$ cat config.mk
export PLATFORM = sky130hd
export DESIGN_NAME = twm_master
export DESIGN_NICKNAME = d
export VERILOG_FILES = /design/src/design/twm_pkg.sv /design/src/design/twm_fifo_if.sv /design/src/design/twm_fifo.sv /design/src/design/twm_master.sv
export SDC_FILE = /design/constraint.sdc
export NUM_CORES = 1
export LEC_CHECK = 0
export BUFFER_PORTS_ARGS = -buffer_cell sky130_fd_sc_hd__buf_2
export CAP_MARGIN = 10
export CORE_MARGIN = 3
export CORE_UTILIZATION = 50
export DETAILED_ROUTE_END_ITERATION = 10
export PLACE_DENSITY = 0.79
export SETUP_SLACK_MARGIN = 0.05
export SLEW_MARGIN = 10
export SYNTH_ARGS = -nofsm -noshare
export SYNTH_HDL_FRONTEND = slang
export SYNTH_SLANG_ARGS = --single-unit
$ cat constraint.sdc
create_clock -name sys_clk -period 3.3 [get_ports sys_clk]
set_input_delay 0 -clock sys_clk [delete_from_list [all_inputs] [get_ports sys_clk]]
set_output_delay 0 -clock sys_clk [all_outputs]
set_load 0.03 [all_outputs]
$ cat src/design/twm_pkg.sv
// Constants and types for the two-wire serial master
package twm_pkg;
    localparam int SYS_HZ  = 50_000_000;
    localparam int STD_HZ  = 100_000;
    localparam int FAST_HZ = 400_000;
    // Quarter of an SCL period in clocks, rounded up so the rate never exceeds
    localparam logic [7:0] QTR_STD  =
        8'((SYS_HZ + 4 * STD_HZ - 1) / (4 * STD_HZ));
    localparam logic [7:0] QTR_FAST =
        8'((SYS_HZ + 4 * FAST_HZ - 1) / (4 * FAST_HZ));
    localparam int         BYTE_W     = 8;
    localparam int         FIFO_DEPTH = 4;
    localparam logic [3:0] ACK_BIT    = 4'h8;
    localparam logic       WR_BIT     = 1'b0;
    localparam logic       RD_BIT     = 1'b1;
    localparam logic [1:0] PH_LAST    = 2'h3;

    typedef enum logic [2:0] {
        ST_IDLE, ST_START, ST_BIT, ST_RSTART, ST_STOP
    } twm_state_t;

    typedef enum logic [1:0] {
        SG_ADDRW, SG_DATA, SG_ADDRR, SG_READ
    } twm_stage_t;
endpackage

$ cat src/design/twm_fifo_if.sv
// Byte stream between the bus engine and the receive FIFO
`timescale 1ns/10ps
interface twm_fifo_if #(parameter int W = 8);
    logic         in_valid;
    logic         in_ready;
    logic [W-1:0] in_data;
    logic         out_valid;
    logic         out_ready;
    logic [W-1:0] out_data;
    modport fill  (output in_valid, output in_data, input in_ready,
                   input out_valid, input out_data, output out_ready);
    modport store (input in_valid, input in_data, output in_ready,
                   output out_valid, output out_data, input out_ready);
endinterface

$ cat src/design/twm_fifo.sv
// Small receive FIFO with valid and ready on both sides
`timescale 1ns/10ps
module twm_fifo #(
    parameter int W = 8,
    parameter int D = 4
) (
    // Clock and reset
    input wire logic    sys_clk,
    input wire logic    resetn,
    // Stream
    twm_fifo_if.store   q
);
    import twm_pkg::*;
    localparam int AW = $clog2(D);

    generate
        if (D < 2 || (1 << AW) != D || W < 1) begin : g_bad
            $error("twm_fifo depth must be a power of two of at least 2");
        end
    endgenerate

    typedef struct packed {
        logic [D-1:0][W-1:0] mem;
        logic [AW-1:0]       wp;
        logic [AW-1:0]       rp;
        logic [AW:0]         cnt;
    } twm_fifo_st_t;

    twm_fifo_st_t r;
    twm_fifo_st_t next_r;
    logic         push;
    logic         pop;

    assign q.in_ready  = (r.cnt != (AW+1)'(D));
    assign q.out_valid = (r.cnt != '0);
    assign q.out_data  = r.mem[r.rp];

    always_comb begin
        next_r = r;
        push   = q.in_valid && q.in_ready;
        pop    = q.out_valid && q.out_ready;
        if (push) begin
            next_r.mem[r.wp] = q.in_data;
            next_r.wp        = r.wp + 1'b1;
        end
        if (pop) begin
            next_r.rp = r.rp + 1'b1;
        end
        next_r.cnt = r.cnt + (AW+1)'(push) - (AW+1)'(pop);
    end

    always_ff @(posedge sys_clk or negedge resetn) begin
        if (!resetn) begin
            r <= '0;
        end else begin
            r <= next_r;
        end
    end

    a_fifo_bound: assert property (@(posedge sys_clk) disable iff (!resetn)
        r.cnt <= (AW+1)'(D)) else $error("fifo count over depth");
    a_fifo_count: assert property (@(posedge sys_clk) disable iff (!resetn)
        push && !pop |=> r.cnt == $past(r.cnt) + 1'b1)
        else $error("fifo count wrong");
endmodule // twm_fifo

$ cat src/design/twm_master.sv
// Two-wire serial bus master with combined write and read transfers
`timescale 1ns/10ps
module twm_master (
    // Clock and reset
    input  wire logic       sys_clk,
    input  wire logic       resetn,
    // Command
    input  wire logic       cmd_start,
    input  wire logic       cmd_fast,
    input  wire logic [6:0] cmd_addr,
    input  wire logic [7:0] cmd_wdata,
    input  wire logic [7:0] cmd_rcnt,
    // Status
    output logic            busy,
    output logic            done,
    output logic            nack,
    // Received bytes
    output logic [twm_pkg::BYTE_W-1:0] rd_data,
    output logic            rd_valid,
    input  wire logic       rd_ready,
    // Bus pins
    input  wire logic       scl_in,
    output logic            scl_out,
    output logic            scl_oe,
    input  wire logic       sda_in,
    output logic            sda_out,
    output logic            sda_oe
);
    import twm_pkg::*;

    typedef struct packed {
        twm_state_t  st;
        twm_stage_t  stage;
        logic [1:0]  phase;
        logic [7:0]  cnt;
        logic [3:0]  bitn;
        logic [7:0]  shreg;
        logic [6:0]  addr;
        logic [7:0]  wdata;
        logic [7:0]  rleft;
        logic        fast;
        logic        scl_low;
        logic        sda_low;
        logic        nack;
        logic        done;
        logic [1:0]  scl_s;
        logic [1:0]  sda_s;
    } twm_st_t;

    twm_st_t    r;
    twm_st_t    next_r;
    logic [7:0] qlen;
    logic       step;
    logic       wait_scl;
    logic       push;
    logic       push_vld;

    twm_fifo_if #(.W(BYTE_W)) fq ();

    twm_fifo #(.W(BYTE_W), .D(FIFO_DEPTH)) u_fifo (
        .sys_clk (sys_clk),
        .resetn  (resetn),
        .q       (fq)
    );

    assign fq.in_valid  = push_vld;
    assign fq.in_data   = r.shreg;
    assign fq.out_ready = rd_ready;
    assign rd_data      = fq.out_data;
    assign rd_valid     = fq.out_valid;
    assign busy         = (r.st != ST_IDLE);
    assign done         = r.done;
    assign nack         = r.nack;
    // Open drain: output data is always low, only the enable moves
    assign scl_out      = 1'b0;
    assign sda_out      = 1'b0;
    assign scl_oe       = r.scl_low;
    assign sda_oe       = r.sda_low;

    always_comb begin
        next_r       = r;
        next_r.done  = 1'b0;
        next_r.scl_s = {r.scl_s[0], scl_in};
        next_r.sda_s = {r.sda_s[0], sda_in};
        qlen     = r.fast ? QTR_FAST : QTR_STD;
        step     = (r.cnt == qlen - 8'h01);
        // Slave may stretch the clock; a data bit's high phase waits for SCL high
        wait_scl = (r.st == ST_BIT) && (r.phase == 2'h2) && !r.scl_s[1];
        push     = (r.st == ST_BIT) && (r.stage == SG_READ) &&
                   (r.bitn == ACK_BIT) && (r.phase == 2'h0);
        push_vld = push && step;
        if (r.st == ST_IDLE) begin
            next_r.cnt   = 8'h00;
            next_r.phase = 2'h0;
            if (cmd_start) begin
                next_r.st    = ST_START;
                next_r.stage = SG_ADDRW;
                next_r.fast  = cmd_fast;
                next_r.addr  = cmd_addr;
                next_r.wdata = cmd_wdata;
                next_r.rleft = cmd_rcnt;
                next_r.shreg = {cmd_addr, WR_BIT};
                next_r.nack  = 1'b0;
            end
        end else if (!step || wait_scl) begin
            next_r.cnt = step ? r.cnt : r.cnt + 8'h01;
        end else if (push && !fq.in_ready) begin
            // FIFO full: hold SCL low until space frees
            next_r.cnt = r.cnt;
        end else begin
            next_r.cnt   = 8'h00;
            next_r.phase = r.phase + 2'h1;
            case (r.st)
                ST_START: begin
                    if (r.phase == 2'h0) begin
                        next_r.sda_low = 1'b1;
                    end else if (r.phase == 2'h1) begin
                        next_r.scl_low = 1'b1;
                    end else begin
                        next_r.st    = ST_BIT;
                        next_r.phase = 2'h0;
                        next_r.bitn  = 4'h0;
                    end
                end
                ST_BIT: begin
                    case (r.phase)
                        2'h0: begin
                            // SDA moves only while SCL is low
                            if (r.bitn != ACK_BIT) begin
                                next_r.sda_low = (r.stage != SG_READ) &&
                                                 !r.shreg[7];
                            end else begin
                                next_r.sda_low = (r.stage == SG_READ) &&
                                                 (r.rleft > 8'h01);
                            end
                        end
                        2'h1: next_r.scl_low = 1'b0;
                        2'h2: begin
                            // Sample once SCL has been seen high
                            if (r.bitn != ACK_BIT) begin
                                next_r.shreg = {r.shreg[6:0],
                                    (r.stage == SG_READ) & r.sda_s[1]};
                            end else if (r.stage != SG_READ) begin
                                next_r.nack = r.sda_s[1];
                            end
                        end
                        default: begin
                            next_r.scl_low = 1'b1;
                            if (r.bitn != ACK_BIT) begin
                                next_r.bitn = r.bitn + 4'h1;
                            end else begin
                                next_r.bitn = 4'h0;
                                case (r.stage)
                                    SG_ADDRW: begin
                                        if (r.sda_low || !r.nack) begin
                                            next_r.stage = SG_DATA;
                                            next_r.shreg = r.wdata;
                                        end else begin
                                            next_r.st = ST_STOP;
                                        end
                                    end
                                    SG_DATA: begin
                                        if (r.nack || r.rleft == 8'h00) begin
                                            next_r.st = ST_STOP;
                                        end else begin
                                            next_r.st = ST_RSTART;
                                        end
                                    end
                                    SG_ADDRR: begin
                                        if (r.nack) begin
                                            next_r.st = ST_STOP;
                                        end else begin
                                            next_r.stage = SG_READ;
                                        end
                                    end
                                    default: begin
                                        next_r.rleft = r.rleft - 8'h01;
                                        if (r.rleft == 8'h01) begin
                                            next_r.st = ST_STOP;
                                        end
                                    end
                                endcase
                            end
                        end
                    endcase
                end
                ST_RSTART: begin
                    case (r.phase)
                        2'h0: next_r.sda_low = 1'b0;
                        2'h1: next_r.scl_low = 1'b0;
                        2'h2: next_r.sda_low = 1'b1;
                        default: begin
                            next_r.scl_low = 1'b1;
                            next_r.st      = ST_BIT;
                            next_r.stage   = SG_ADDRR;
                            next_r.shreg   = {r.addr, RD_BIT};
                            next_r.bitn    = 4'h0;
                        end
                    endcase
                end
                ST_STOP: begin
                    case (r.phase)
                        2'h0: next_r.sda_low = 1'b1;
                        2'h1: next_r.scl_low = 1'b0;
                        2'h2: next_r.sda_low = 1'b0;
                        default: begin
                            next_r.st   = ST_IDLE;
                            next_r.done = 1'b1;
                        end
                    endcase
                end
                default: next_r.st = ST_IDLE;
            endcase
        end
    end

    always_ff @(posedge sys_clk or negedge resetn) begin
        if (!resetn) begin
            r <= '0;
        end else begin
            r <= next_r;
        end
    end

    a_eight_bits: assert property (@(posedge sys_clk) disable iff (!resetn)
        r.bitn <= ACK_BIT) else $error("bit index past ack slot");
    a_msb_first: assert property (@(posedge sys_clk) disable iff (!resetn)
        r.st == ST_BIT && r.phase == 2'h1 && r.bitn != ACK_BIT &&
        r.stage != SG_READ && $changed(r.phase) |-> sda_oe == !r.shreg[7])
        else $error("sent bit is not the top bit");
    a_sda_stable: assert property (@(posedge sys_clk) disable iff (!resetn)
        r.st == ST_BIT && !scl_oe && $past(!scl_oe) |-> $stable(sda_oe))
        else $error("sda moved while scl high");
    a_read_ack: assert property (@(posedge sys_clk) disable iff (!resetn)
        r.st == ST_BIT && r.stage == SG_READ && r.bitn == ACK_BIT &&
        r.phase == 2'h2 |-> sda_oe == (r.rleft > 8'h01))
        else $error("read acknowledge wrong");
    a_start_cond: assert property (@(posedge sys_clk) disable iff (!resetn)
        $rose(r.st == ST_START) |-> ##1 !sda_oe ##[1:200] sda_oe && !scl_oe)
        else $error("start condition malformed");
    a_push_stall: assert property (@(posedge sys_clk) disable iff (!resetn)
        push_vld && !fq.in_ready |=> scl_oe && r.phase == 2'h0)
        else $error("full fifo did not hold scl low");
    a_rstart_src: assert property (@(posedge sys_clk) disable iff (!resetn)
        $rose(r.st == ST_RSTART) |-> $past(r.stage) == SG_DATA &&
        r.rleft != 8'h00) else $error("repeated start out of order");
    a_quarter_len: assert property (@(posedge sys_clk) disable iff (!resetn)
        busy |-> r.cnt < (r.fast ? QTR_FAST : QTR_STD))
        else $error("quarter counter over its rate");
    a_open_drain: assert property (@(posedge sys_clk) disable iff (!resetn)
        !scl_out && !sda_out && (busy || (!scl_oe && !sda_oe)))
        else $error("pin driven high or line held while idle");
    a_ack_slot: assert property (@(posedge sys_clk) disable iff (!resetn)
        r.st == ST_BIT && r.stage != SG_READ && r.bitn == ACK_BIT &&
        r.phase == 2'h1 |-> !sda_oe) else $error("master drove slave ack");
    a_sample_high: assert property (@(posedge sys_clk) disable iff (!resetn)
        r.st == ST_BIT && r.phase == 2'h3 |-> !scl_oe && $past(r.scl_s[1]))
        else $error("sampled with scl low");
endmodule // twm_master

# After elaboration in Yosys (flattened, before gate mapping)
# Cells that the tools add are included.
dict set report classes {
  add_sub_neg 9
  n_mul 0
  n_div 0
  n_lt_le_gt_ge 4
  eq_ne 50
  shifts 0
  mux 76
  n_bitwise 4
  reduce_logical 47
}
# operator n
set op_table {}
lappend op_table {{$mux W8} 19}
lappend op_table {{$bwmux W32} 1}
lappend op_table {{$mux W32} 1}
lappend op_table {{$pmux W8 S2} 2}
lappend op_table {{$ne A3 B3 Y1 const B} 10}
lappend op_table {{$ne A2 B2 Y1 const B} 12}
lappend op_table {{$ne A4 B4 Y1 const B} 6}
lappend op_table {{$mux W3} 7}
lappend op_table {{$mux W7} 3}
lappend op_table {{$reduce_and A7 Y1} 3}
lappend op_table {{$mux W5} 4}
lappend op_table {{$reduce_and A10 Y1} 2}
lappend op_table {{$bmux W8 S2} 1}
lappend op_table {{$demux W8 S2} 1}
lappend op_table {{$mux W4} 4}
lappend op_table {{$reduce_and A8 Y1} 2}
lappend op_table {{$mux W1} 15}
lappend op_table {{$mux W15} 1}
lappend op_table {{$mux W2} 7}
lappend op_table {{$logic_and A1 B1 Y1} 12}
lappend op_table {{$mux W12} 1}
lappend op_table {{$ne A4 B2 Y1 const B} 3}
lappend op_table {{$pmux W3 S4} 1}
lappend op_table {{$pmux W4 S3} 1}
lappend op_table {{40 further kinds} 71}
dict set report word_totals {
  ff_bits 98
  latchBits 0
  ram_bits 0
  mem_bits_ro 0
  in_bits 30
  out_inout_bits 16
  wordCells 213
  n_memories 0
}

# Logic depth before layout (Yosys ltp)
# Gate-level depths: netlist of the first run.
dict set report logic_depth {
  depth_word 10
  depth_mapped 10
  ltp_nobuf 10
}

# Modules after synthesis
# From an unflattened synthesis of the first run, not the netlist that was laid out.
dict set report unflattened {
  cells_unflattened 637
  hier_area_um2 6133.4
}
# module n_inst cells_per_inst area_each_um2 seq_area_each_um2
set by_module_without_submodules {}
lappend by_module_without_submodules {twm_master 1 399 3469.6 1476.4}
lappend by_module_without_submodules {twm_fifo 1 238 2663.8 975.9}

# Least setup slack after synthesis of the first run
# Ideal clock, no wire load.
dict set report synth_timing {
  kind {register to register}
  start {reg r[58] (netlist name)}
  end {reg u_fifo.r[2] (netlist name)}
  setup_ps 124
  t_arrival_ps 2510
  required_ps 3176
  path_slack_ps 665
  stages_incl_launch_ff 10
  path_buffers 1
  synth_period_minus_slack_ps 2635
  cell_sequence {dfrtp_1 -> buf_4 -> nor3b_4 -> nand3_1 -> nor4_4 -> ha_1 -> inv_1 -> fa_1 -> xnor2_1 -> xnor2_1}
}
# element line_no
set synth_rtl {}
lappend synth_rtl {{start: declaration} twm_master.sv:50} ;# twm_st_t r;
lappend synth_rtl {{start signal: assignment} twm_master.sv:221} ;# r <= next_r;
lappend synth_rtl {{end signal: assignment} twm_fifo.sv:56} ;# r <= next_r;
lappend synth_rtl {{end: declaration} twm_fifo.sv:29} ;# twm_fifo_st_t r;

# Worst setup path after layout of the first run
dict set report layout_timing {
  start {reg r[58] (netlist name)}
  end {reg r[57] (netlist name)}
}
dict set report layout_via {
  elab_chain_len 7
  word_cells_on_any_way 29
  classes_between {16 x eq/ne; 4 x mux; 9 x reduce/logical}
}
# element line_no
set layout_rtl {}
lappend layout_rtl {{$eq A3 B2 Y1} {twm_master.sv:88, twm_master.sv:89, twm_master.sv:113}}
lappend layout_rtl {{$logic_and A1 B1 Y1 (2 in a row)} twm_master.sv:89} ;# push = (r.st == ST_BIT) && (r.stage == SG_READ) &&
lappend layout_rtl {{$logic_and A1 B1 Y1} twm_master.sv:90} ;# (r.bitn == ACK_BIT) && (r.phase == 2'h0);
lappend layout_rtl {{$logic_and A1 B1 Y1} twm_master.sv:107} ;# end else if (push && !fq.in_ready) begin
lappend layout_rtl {{$ne A2 B2 Y1 (no line)} -}
lappend layout_rtl {{$reduce_and A12 Y1 (no line)} -}
# Several ways; a longest one is shown, not always the timed one. The select of a mux whose other input is x is not followed.
# A chain may end at the register's enable or synchronous reset.

==> results of run 1 <==
-- through the flow --
step / instances / cell area, sq um
2_1_floorplan: 508 / 5340
3_3_place_gp: 667 / 5650
3_5_place_dp: 667 / 5650
4_1_cts: 710 / 6120
5_1_grt: 710 / 6130
6_report: 710 / 6130
-- layout by cell type, fill, tap and decap left out, drive strengths merged, types with 5 or more instances in the layout --
master	count
a21oi	14
a31oi	5
buf	52
clkbuf	9
clkinv	5
dfrtp	98
dlygate4sd3	27
ha	16
inv	21
mux2	40
mux2i	11
mux4	8
nand2	82
nand3	9
nor2	22
nor2b	10
nor3	7
nor3b	5
nor4	8
o211ai	6
o21ai	32
-- registers in the layout, summed over array words and instances, names as in the netlist --
signal      count
scl_oe          1
fq.in_data      8
done            1
sda_oe          1
next_r          2
nack            1
r              45
u_fifo.r       39
-- layer usage --
metal	vias to the layer above	global-route usage, %	wire (um)
met5	-	0	0
met4	0	5.61	213
met3	29	3.61	640
met2	136	35.8	6100
met1	2088	29.0	5410
li1	1943	-	-
-- kinds of logic (layout without fill, tap and decap cells) --
family	count (synthesis)	after routing	share of synthesized area (%)
compound gates	105	105	13.5
xor+xnor	8	8	1.31
fa+ha+maj	17	17	4.13
buf+inv	48	114	4.01
flops	98	98	46.0
mux	59	59	13.9
other cells	1	2	0.0703
simple gates	171	171	17.1
-- worst min-delay path, stage by stage --
cell and delay (ns):
sky130_fd_sc_hd__buf_2 0.08, sky130_fd_sc_hd__a21oi_1 0.06, sky130_fd_sc_hd__a31oi_1 0.14, sky130_fd_sc_hd__o22a_1 0.14
-- layout make-up --
type	instances	area, sq um	area share (%)
Tap cell	136	170	2.78
Clock inverter	7	78.8	1.29
Inverter	19	71.3	1.16
Timing Repair Buffer	79	556	9.07
Clock buffer	9	124	2.02
Multi-Input combinational cell	362	2680	43.7
Sequential cell	98	2450	40.0
-- final timing paths --
check	start	to	slack, ns	depth (start not counted)
worst max-delay path	r[58]$_DFFE_PN0P_	r[57]$_DFFE_PN0P_	0.54	6
worst min-delay path	cmd_rcnt[4]	r[13]$_DFFE_PN0P_	0.08	4
worst max register to register	r[58]$_DFFE_PN0P_	r[57]$_DFFE_PN0P_	0.54	6
worst min register to register	next_r[3]$_DFF_PN0_	r[3]$_DFF_PN0_	0.36	0
max in group asynchronous	resetn	r[10]$_DFFE_PN0P_	2.09	3
min in group asynchronous	resetn	u_fifo.r[1]$_DFF_PN0_	0.34	2
-- repair_timing --
| action | 4_1_cts | 5_1_grt |
|---|---|---|
| setup buffers | 0 | 0 |
| hold buffers | 27 | 0 |
| hold endpoints to repair | 112 | 0 |
| endpoints found under the setup margin | 0 | 0 |
-- power breakdown --
group,total (uW),switching [uW],internal [uW]
Sequential,1740,301,1440
Clock,795,494,301
Combinational,911,483,429
==> impl_metrics.csv, run 1 <==
group,metric,value,unit
run_status,run_status,"complete, no violations",
die,io-pin-count,46,
clocking,cts_sinks,98,
drt,drt_first_pass_iters,6,
global_route,antenna_found_initial,0,
worst_setup_path,arrival,3.03,ns
placement,hpwlAfterDp,8400,um
sta,clock-skew-final,0.0166,ns
yosys,yosysWarnings,0,
placement,final_wtd_congestion,0.888,
power_and_ir_drop,finalPower,3440,uW
cells_and_area,syn_to_final_growth,14.9,%
sta,setup_tns,0,ns
yosys,netlist-cell-type-count,74,
sta,final_worst_path_period_share,83.8,%
placement,post-place-ws,0.644,ns
cells_and_area,finish.net_count,616,
cells_and_area,post_route_cells_drive_above_1_share,22.5,%
sta,hold_slack,0.0760,ns
clocking,cts_inserted_buffers,9,
placement,portBuffers,43,
global_route,grtUsageTotal,21.4,%
clocking,worst_skew_pair.late_latency,0.37,ns
global_route,first_global_vias,4065,
power_and_ir_drop,p_leak,0.00292,uW
clocking,cts_root_buf,"sky130_fd_sc_hd__clkbuf_8",
clocking,cts_max_level,3,
worst_setup_path,worst_path_largest_cell_delay,0.72,ns
yosys,yosys.area.top_type,"sky130_fd_sc_hd__dfrtp_1",
clocking,clockBufferDepth,2,
drt,drt_iter0_drc,375,
drt,routed_wl,12400,um
drt,vias,4196,
global_route,grt_remaining_overflow,0,
yosys,synth_top_cells_by_area,"sky130_fd_sc_hd__dfrtp_1 (46%), sky130_fd_sc_hd__mux2_2 (7.2%), sky130_fd_sc_hd__nand2_1 (5.5%), sky130_fd_sc_hd__ha_1 (3.8%), sky130_fd_sc_hd__mux4_2 (3.4%)",
yosys,syn_area_per_cell,10.5,sq um
worst_setup_path,worstPathMaxFanout,17,
drt,vias_per_cell,5.91,
yosys,top_count_cell_post_synth,"sky130_fd_sc_hd__dfrtp_1",
min_path,holdCritPathClass,"in2reg",
yosys,sequential_cell_area_fraction_in_the_yosys_report,46.0,%
drt,routedWlPerCell,17.4,um
job,timing.max_cap.violations,0,
sta,minimum_clock_period,2.76,ns
worst_setup_path,critical_path_required,3.57,ns
cells_and_area,n_fill_cell,841,
die,die_w,109,um
drt,drc_errors,0,
worst_setup_path,critical_path.top_delay_family,"compound AO/OA/AOI/OAI gates",
sta,worstMarginPinSlew,1.06,ns
yosys,synthTopCellsByCount,"sky130_fd_sc_hd__dfrtp_1 (98), sky130_fd_sc_hd__nand2_1 (78), sky130_fd_sc_hd__mux2_2 (34)",
sta,finalWorstSetupSlack,0.536,ns
worst_setup_path,critical_path.cell_chain,"nor3b_4 -> a311o_1 -> nor3_2 -> buf_4 -> o2111ai_1 -> a32o_1",
clocking,worst_path_clk_slew,0.11,ns
worst_setup_path,setup.worst_path.start_class,"flip-flop",
die,floorplan.die.height,109,um
die,overall_die_area,11900,sq um
yosys,share_of_flip_flops_with_an_asynchronous_set_or_reset,100,%
power_and_ir_drop,worst_vdd_ir,0.379,mV
yosys,synth_seq_cells,98,
global_route,largest_net_degree_at_the_start_of_global_routing,84,
sta,max_slew_margin,29.5,%
sta,rsz_0062_raised_after_global_routing,"false",
cells_and_area,layout.core_utilization,59.1,%
die,core.rowCount,37,
yosys,number_of_enable_type_register_cells_in_the_synthesized_netlist,0,
power_and_ir_drop,power_per_cell_area,562,nW/um^2
cells_and_area,diodes,0,
die,effective_utilization_at_floorplan,51.4,%
yosys,synthCells,507,
sta,setup_viol_count_final,0,
sta,final-hold-violation-count,0,
worst_setup_path,critical_path_class,"reg2reg",
die,core_region_area,10400,sq um
worst_setup_path,cp-end-kind,"flip-flop",
worst_setup_path,cp.buffers_inverters,1,
sta,slew_viol_final,0,
yosys,synth_flop_type,"sky130_fd_sc_hd__dfrtp_1",
yosys,synth_top_area_share,46.0,%
drt,detail-route-antenna-nets,0,
sta,fmax,362,MHz
clocking,tritoncts,"built",
global_route,grt_pass1_wl,20200,um
clocking,cts_resized,0,
worst_setup_path,critPathSlowestCell,"sky130_fd_sc_hd__dfrtp_1",
yosys,synthesis.area,5330,sq um
(Power assumes the default switching activity.)
==> inputs of run 2 (changes only) <==
ABC_AREA = 1   (was not set)
clock period = 2.6 ns   (was 3.3 ns; I/O delays follow)
==> impl_metrics.csv, run 2 <==
group,metric,value,unit
yosys,top_count_cell_post_synth,"sky130_fd_sc_hd__nand2_1",
die,floorplan.die.height,110,um
drt,vias,4964,
yosys,synth_top_area_share,45.8,%
sta,clock-skew-final,0.0209,ns
cells_and_area,layout_common_cells,"sky130_fd_sc_hd__nand2_1 (238), sky130_fd_sc_hd__dfrtp_1 (98), sky130_fd_sc_hd__inv_1 (64)",
drt,drt_iter0_drc,518,
sta,setup_viol_count_final,0,
clocking,cts_sinks,98,
yosys,share_of_flip_flops_with_an_asynchronous_set_or_reset,100,%
sta,slew_viol_final,0,
clocking,cts_resized,0,
worst_setup_path,critical_path_class,"reg2reg",
power_and_ir_drop,p_sw_share,47.7,%
placement,final_wtd_congestion,0.970,
clocking,cts_root_buf,"sky130_fd_sc_hd__clkbuf_8",
yosys,synth_flop_type,"sky130_fd_sc_hd__dfrtp_1",
placement,hpwlAfterDp,8840,um
min_path,timing.hold.worst_path_depth,5,
clocking,tritoncts,"built",
global_route,grtUsageTotal,23.0,%
drt,detail-route-antenna-nets,0,
die,overall_die_area,12000,sq um
yosys,yosysWarnings,0,
yosys,synthCells,705,
drt,routed_wl,12800,um
sta,setup_tns,0,ns
worst_setup_path,setup.worst_path.start_class,"flip-flop",
clocking,cts_inserted_buffers,9,
global_route,antenna_found_initial,0,
drt,vias_per_cell,5.42,
sta,rsz_0062_raised_after_global_routing,"false",
placement,postPlaceCellArea,5730,sq um
power_and_ir_drop,seqPwrFrac,35.0,%
job,timing.max_cap.violations,0,
worst_setup_path,worstPathMaxFanout,16,
cells_and_area,most_common_cell_after_layout_fill_and_taps_aside,"sky130_fd_sc_hd__nand2_1",
power_and_ir_drop,p_leak,0.00322,uW
clocking,cts_setup_buffers,0,
drt,drt_first_pass_iters,5,
drt,routedWlPerCell,13.9,um
run_status,run_status,"complete, no violations",
cells_and_area,layout.core_utilization,59.7,%
min_path,min_to,"r[14]$_DFFE_PN0P_",
drt,drc_errors,0,
cells_and_area,finish.net_count,822,
power_and_ir_drop,switchingPower,2870,uW
global_route,grt_pass1_wl,22100,um
yosys,synthTopCellsByCount,"sky130_fd_sc_hd__nand2_1 (238), sky130_fd_sc_hd__dfrtp_1 (98), sky130_fd_sc_hd__inv_1 (64)",
global_route,first_global_vias,4802,
sta,fmax,438,MHz
yosys,syn_area_per_cell,7.60,sq um
cells_and_area,diodes,0,
worst_setup_path,r2r_start,"r[58]$_DFFE_PN0P_",
yosys,synth_seq_cells,98,
global_route,grt_remaining_overflow,0,
die,core_region_area,10400,sq um
cells_and_area,syn_to_final_growth,15.5,%
die,core.rowCount,37,
yosys,synth_top_cells_by_area,"sky130_fd_sc_hd__dfrtp_1 (46%), sky130_fd_sc_hd__nand2_1 (17%), sky130_fd_sc_hd__inv_1 (4.5%), sky130_fd_sc_hd__nor2_1 (3.9%), sky130_fd_sc_hd__ha_1 (3.7%)",
sta,max_slew_margin,65.0,%
yosys,yosys.area.top_type,"sky130_fd_sc_hd__dfrtp_1",
clocking,worst_path_clk_slew,0.11,ns
worst_setup_path,r2r_cells,11,
yosys,sequential_cell_area_fraction_in_the_yosys_report,45.8,%
cells_and_area,design_area,6190,sq um
yosys,netlist-cell-type-count,39,
sta,worstMarginPinSlew,0.522,ns
power_and_ir_drop,clock_power_share,16.5,%
worst_setup_path,reg2reg_slack,0.32,ns
min_path,holdCritPathClass,"in2reg",
clocking,clockBufferDepth,2,
power_and_ir_drop,finalPower,6020,uW
clocking,cts_max_level,3,
die,die_w,110,um
sta,final-hold-violation-count,0,
clocking,worst_skew_pair.late_latency,0.38,ns
placement,portBuffers,43,
global_route,largest_net_degree_at_the_start_of_global_routing,61,
worst_setup_path,crit_reg_reg_endpoint,"fq.in_data[3]$_DFFE_PN0P_",
die,effective_utilization_at_floorplan,51.7,%
yosys,number_of_enable_type_register_cells_in_the_synthesized_netlist,0,
power_and_ir_drop,power.combinational.fraction,48.5,%
cells_and_area,regMostFlops,"r",
sta,hold_slack,0.00140,ns
sta,final_worst_path_period_share,87.8,%
sta,minimum_clock_period,2.28,ns
worst_setup_path,cp-end-kind,"flip-flop",
cells_and_area,largest_reg_flops,45,
power_and_ir_drop,worst_vdd_ir,0.617,mV
yosys,synthesis.area,5360,sq um
worst_setup_path,arrival,2.61,ns
cells_and_area,post_route_cells_drive_above_1_share,11.4,%
die,io-pin-count,46,
power_and_ir_drop,power_per_cell_area,972,nW/um^2
worst_setup_path,critical_path_required,2.92,ns
min_path,hold_path.startpoint,"cmd_rcnt[5]",
power_and_ir_drop,intPower,3150,uW
-- run 2: cell count changes after synthesis, sizes merged, moves of 11 or more --
cell,before,now
nand4,2,21
nor2,22,57
nand3,9,39
o21ai,32,76
nand2,82,243
mux2i,11,0
inv,18,69
mux2,40,0
-- run 2: through the flow --
stage | cells | setup WS (ns)
after floorplan | 706 | 0.273
after global placement | 874 | 0.403
after detailed placement | 874 | 0.368
after CTS | 916 | 0.350
after global routing | 916 | 0.0700
final | 916 | 0.317
-- run 2: area by class of cell --
cell class	count	area [sq um]
tap	136	170
sequential	98	2450
clock buffer	9	124
fill	917	4180
timing repair buffer	81	581
clock inverter	7	81.3
multi-input combinational	513	2510
inverter	72	270
-- run 2: cell families after synthesis --
group	synth area share, %
xor+xnor	1.14
other cells	0.0700
buf+inv	7.40
fa+ha+maj	4.11
compound gates	11.7
simple gates	29.8
flops	45.8
-- run 2: routing by layer --
metal	routed length [um]	track usage, %
met3	755	3.64
met1	5740	31.2
met2	6050	37.4
met5	0	0
met4	225	8.37
-- run 2: worst max-delay path by stage --
| stage | from | endpoint | slack [ns] | cells after the start |
|---|---|---|---|---|
| after floorplan | r[40]$_DFFE_PN0P_ | u_fifo.r[2]$_DFF_PN0_ | 0.27 | 10 |
| after global placement | r[40]$_DFFE_PN0P_ | u_fifo.r[2]$_DFF_PN0_ | 0.40 | 10 |
| after detailed placement | r[40]$_DFFE_PN0P_ | u_fifo.r[2]$_DFF_PN0_ | 0.37 | 10 |
| after CTS | r[40]$_DFFE_PN0P_ | u_fifo.r[2]$_DFF_PN0_ | 0.35 | 10 |
| after global routing | r[58]$_DFFE_PN0P_ | fq.in_data[5]$_DFFE_PN0P_ | 0.07 | 11 |
| final | r[58]$_DFFE_PN0P_ | fq.in_data[3]$_DFFE_PN0P_ | 0.32 | 11 |
-- run 2: power groups by stage --
stage	Combinational (uW)	Clock (uW)	Sequential (uW)
2_1_floorplan	2120	0	2050
4_1_cts	2900	1020	2100
3_3_place_gp	2760	0	2110
3_5_place_dp	2860	0	2130
6_report	2920	992	2110
5_1_grt	3330	1080	2150
-- run 2: worst max-delay path: stages, from the launching register on --
cell,delay (ns)
sky130_fd_sc_hd__dfrtp_1,0.44
sky130_fd_sc_hd__inv_2,0.11
sky130_fd_sc_hd__nand2_1,0.14
sky130_fd_sc_hd__nor2_2,0.33
sky130_fd_sc_hd__nand3_1,0.16
sky130_fd_sc_hd__inv_1,0.10
sky130_fd_sc_hd__nor2_1,0.08
sky130_fd_sc_hd__nand2_1,0.18
sky130_fd_sc_hd__nand2_2,0.23
sky130_fd_sc_hd__nand2_1,0.28
sky130_fd_sc_hd__nand2_1,0.10
sky130_fd_sc_hd__nand2_1,0.08
-- run 2: timing repair --
action                                  CTS  global route
endpoints found under the setup margin    0             0
hold endpoints to repair                 70             0
hold buffers                             26             0
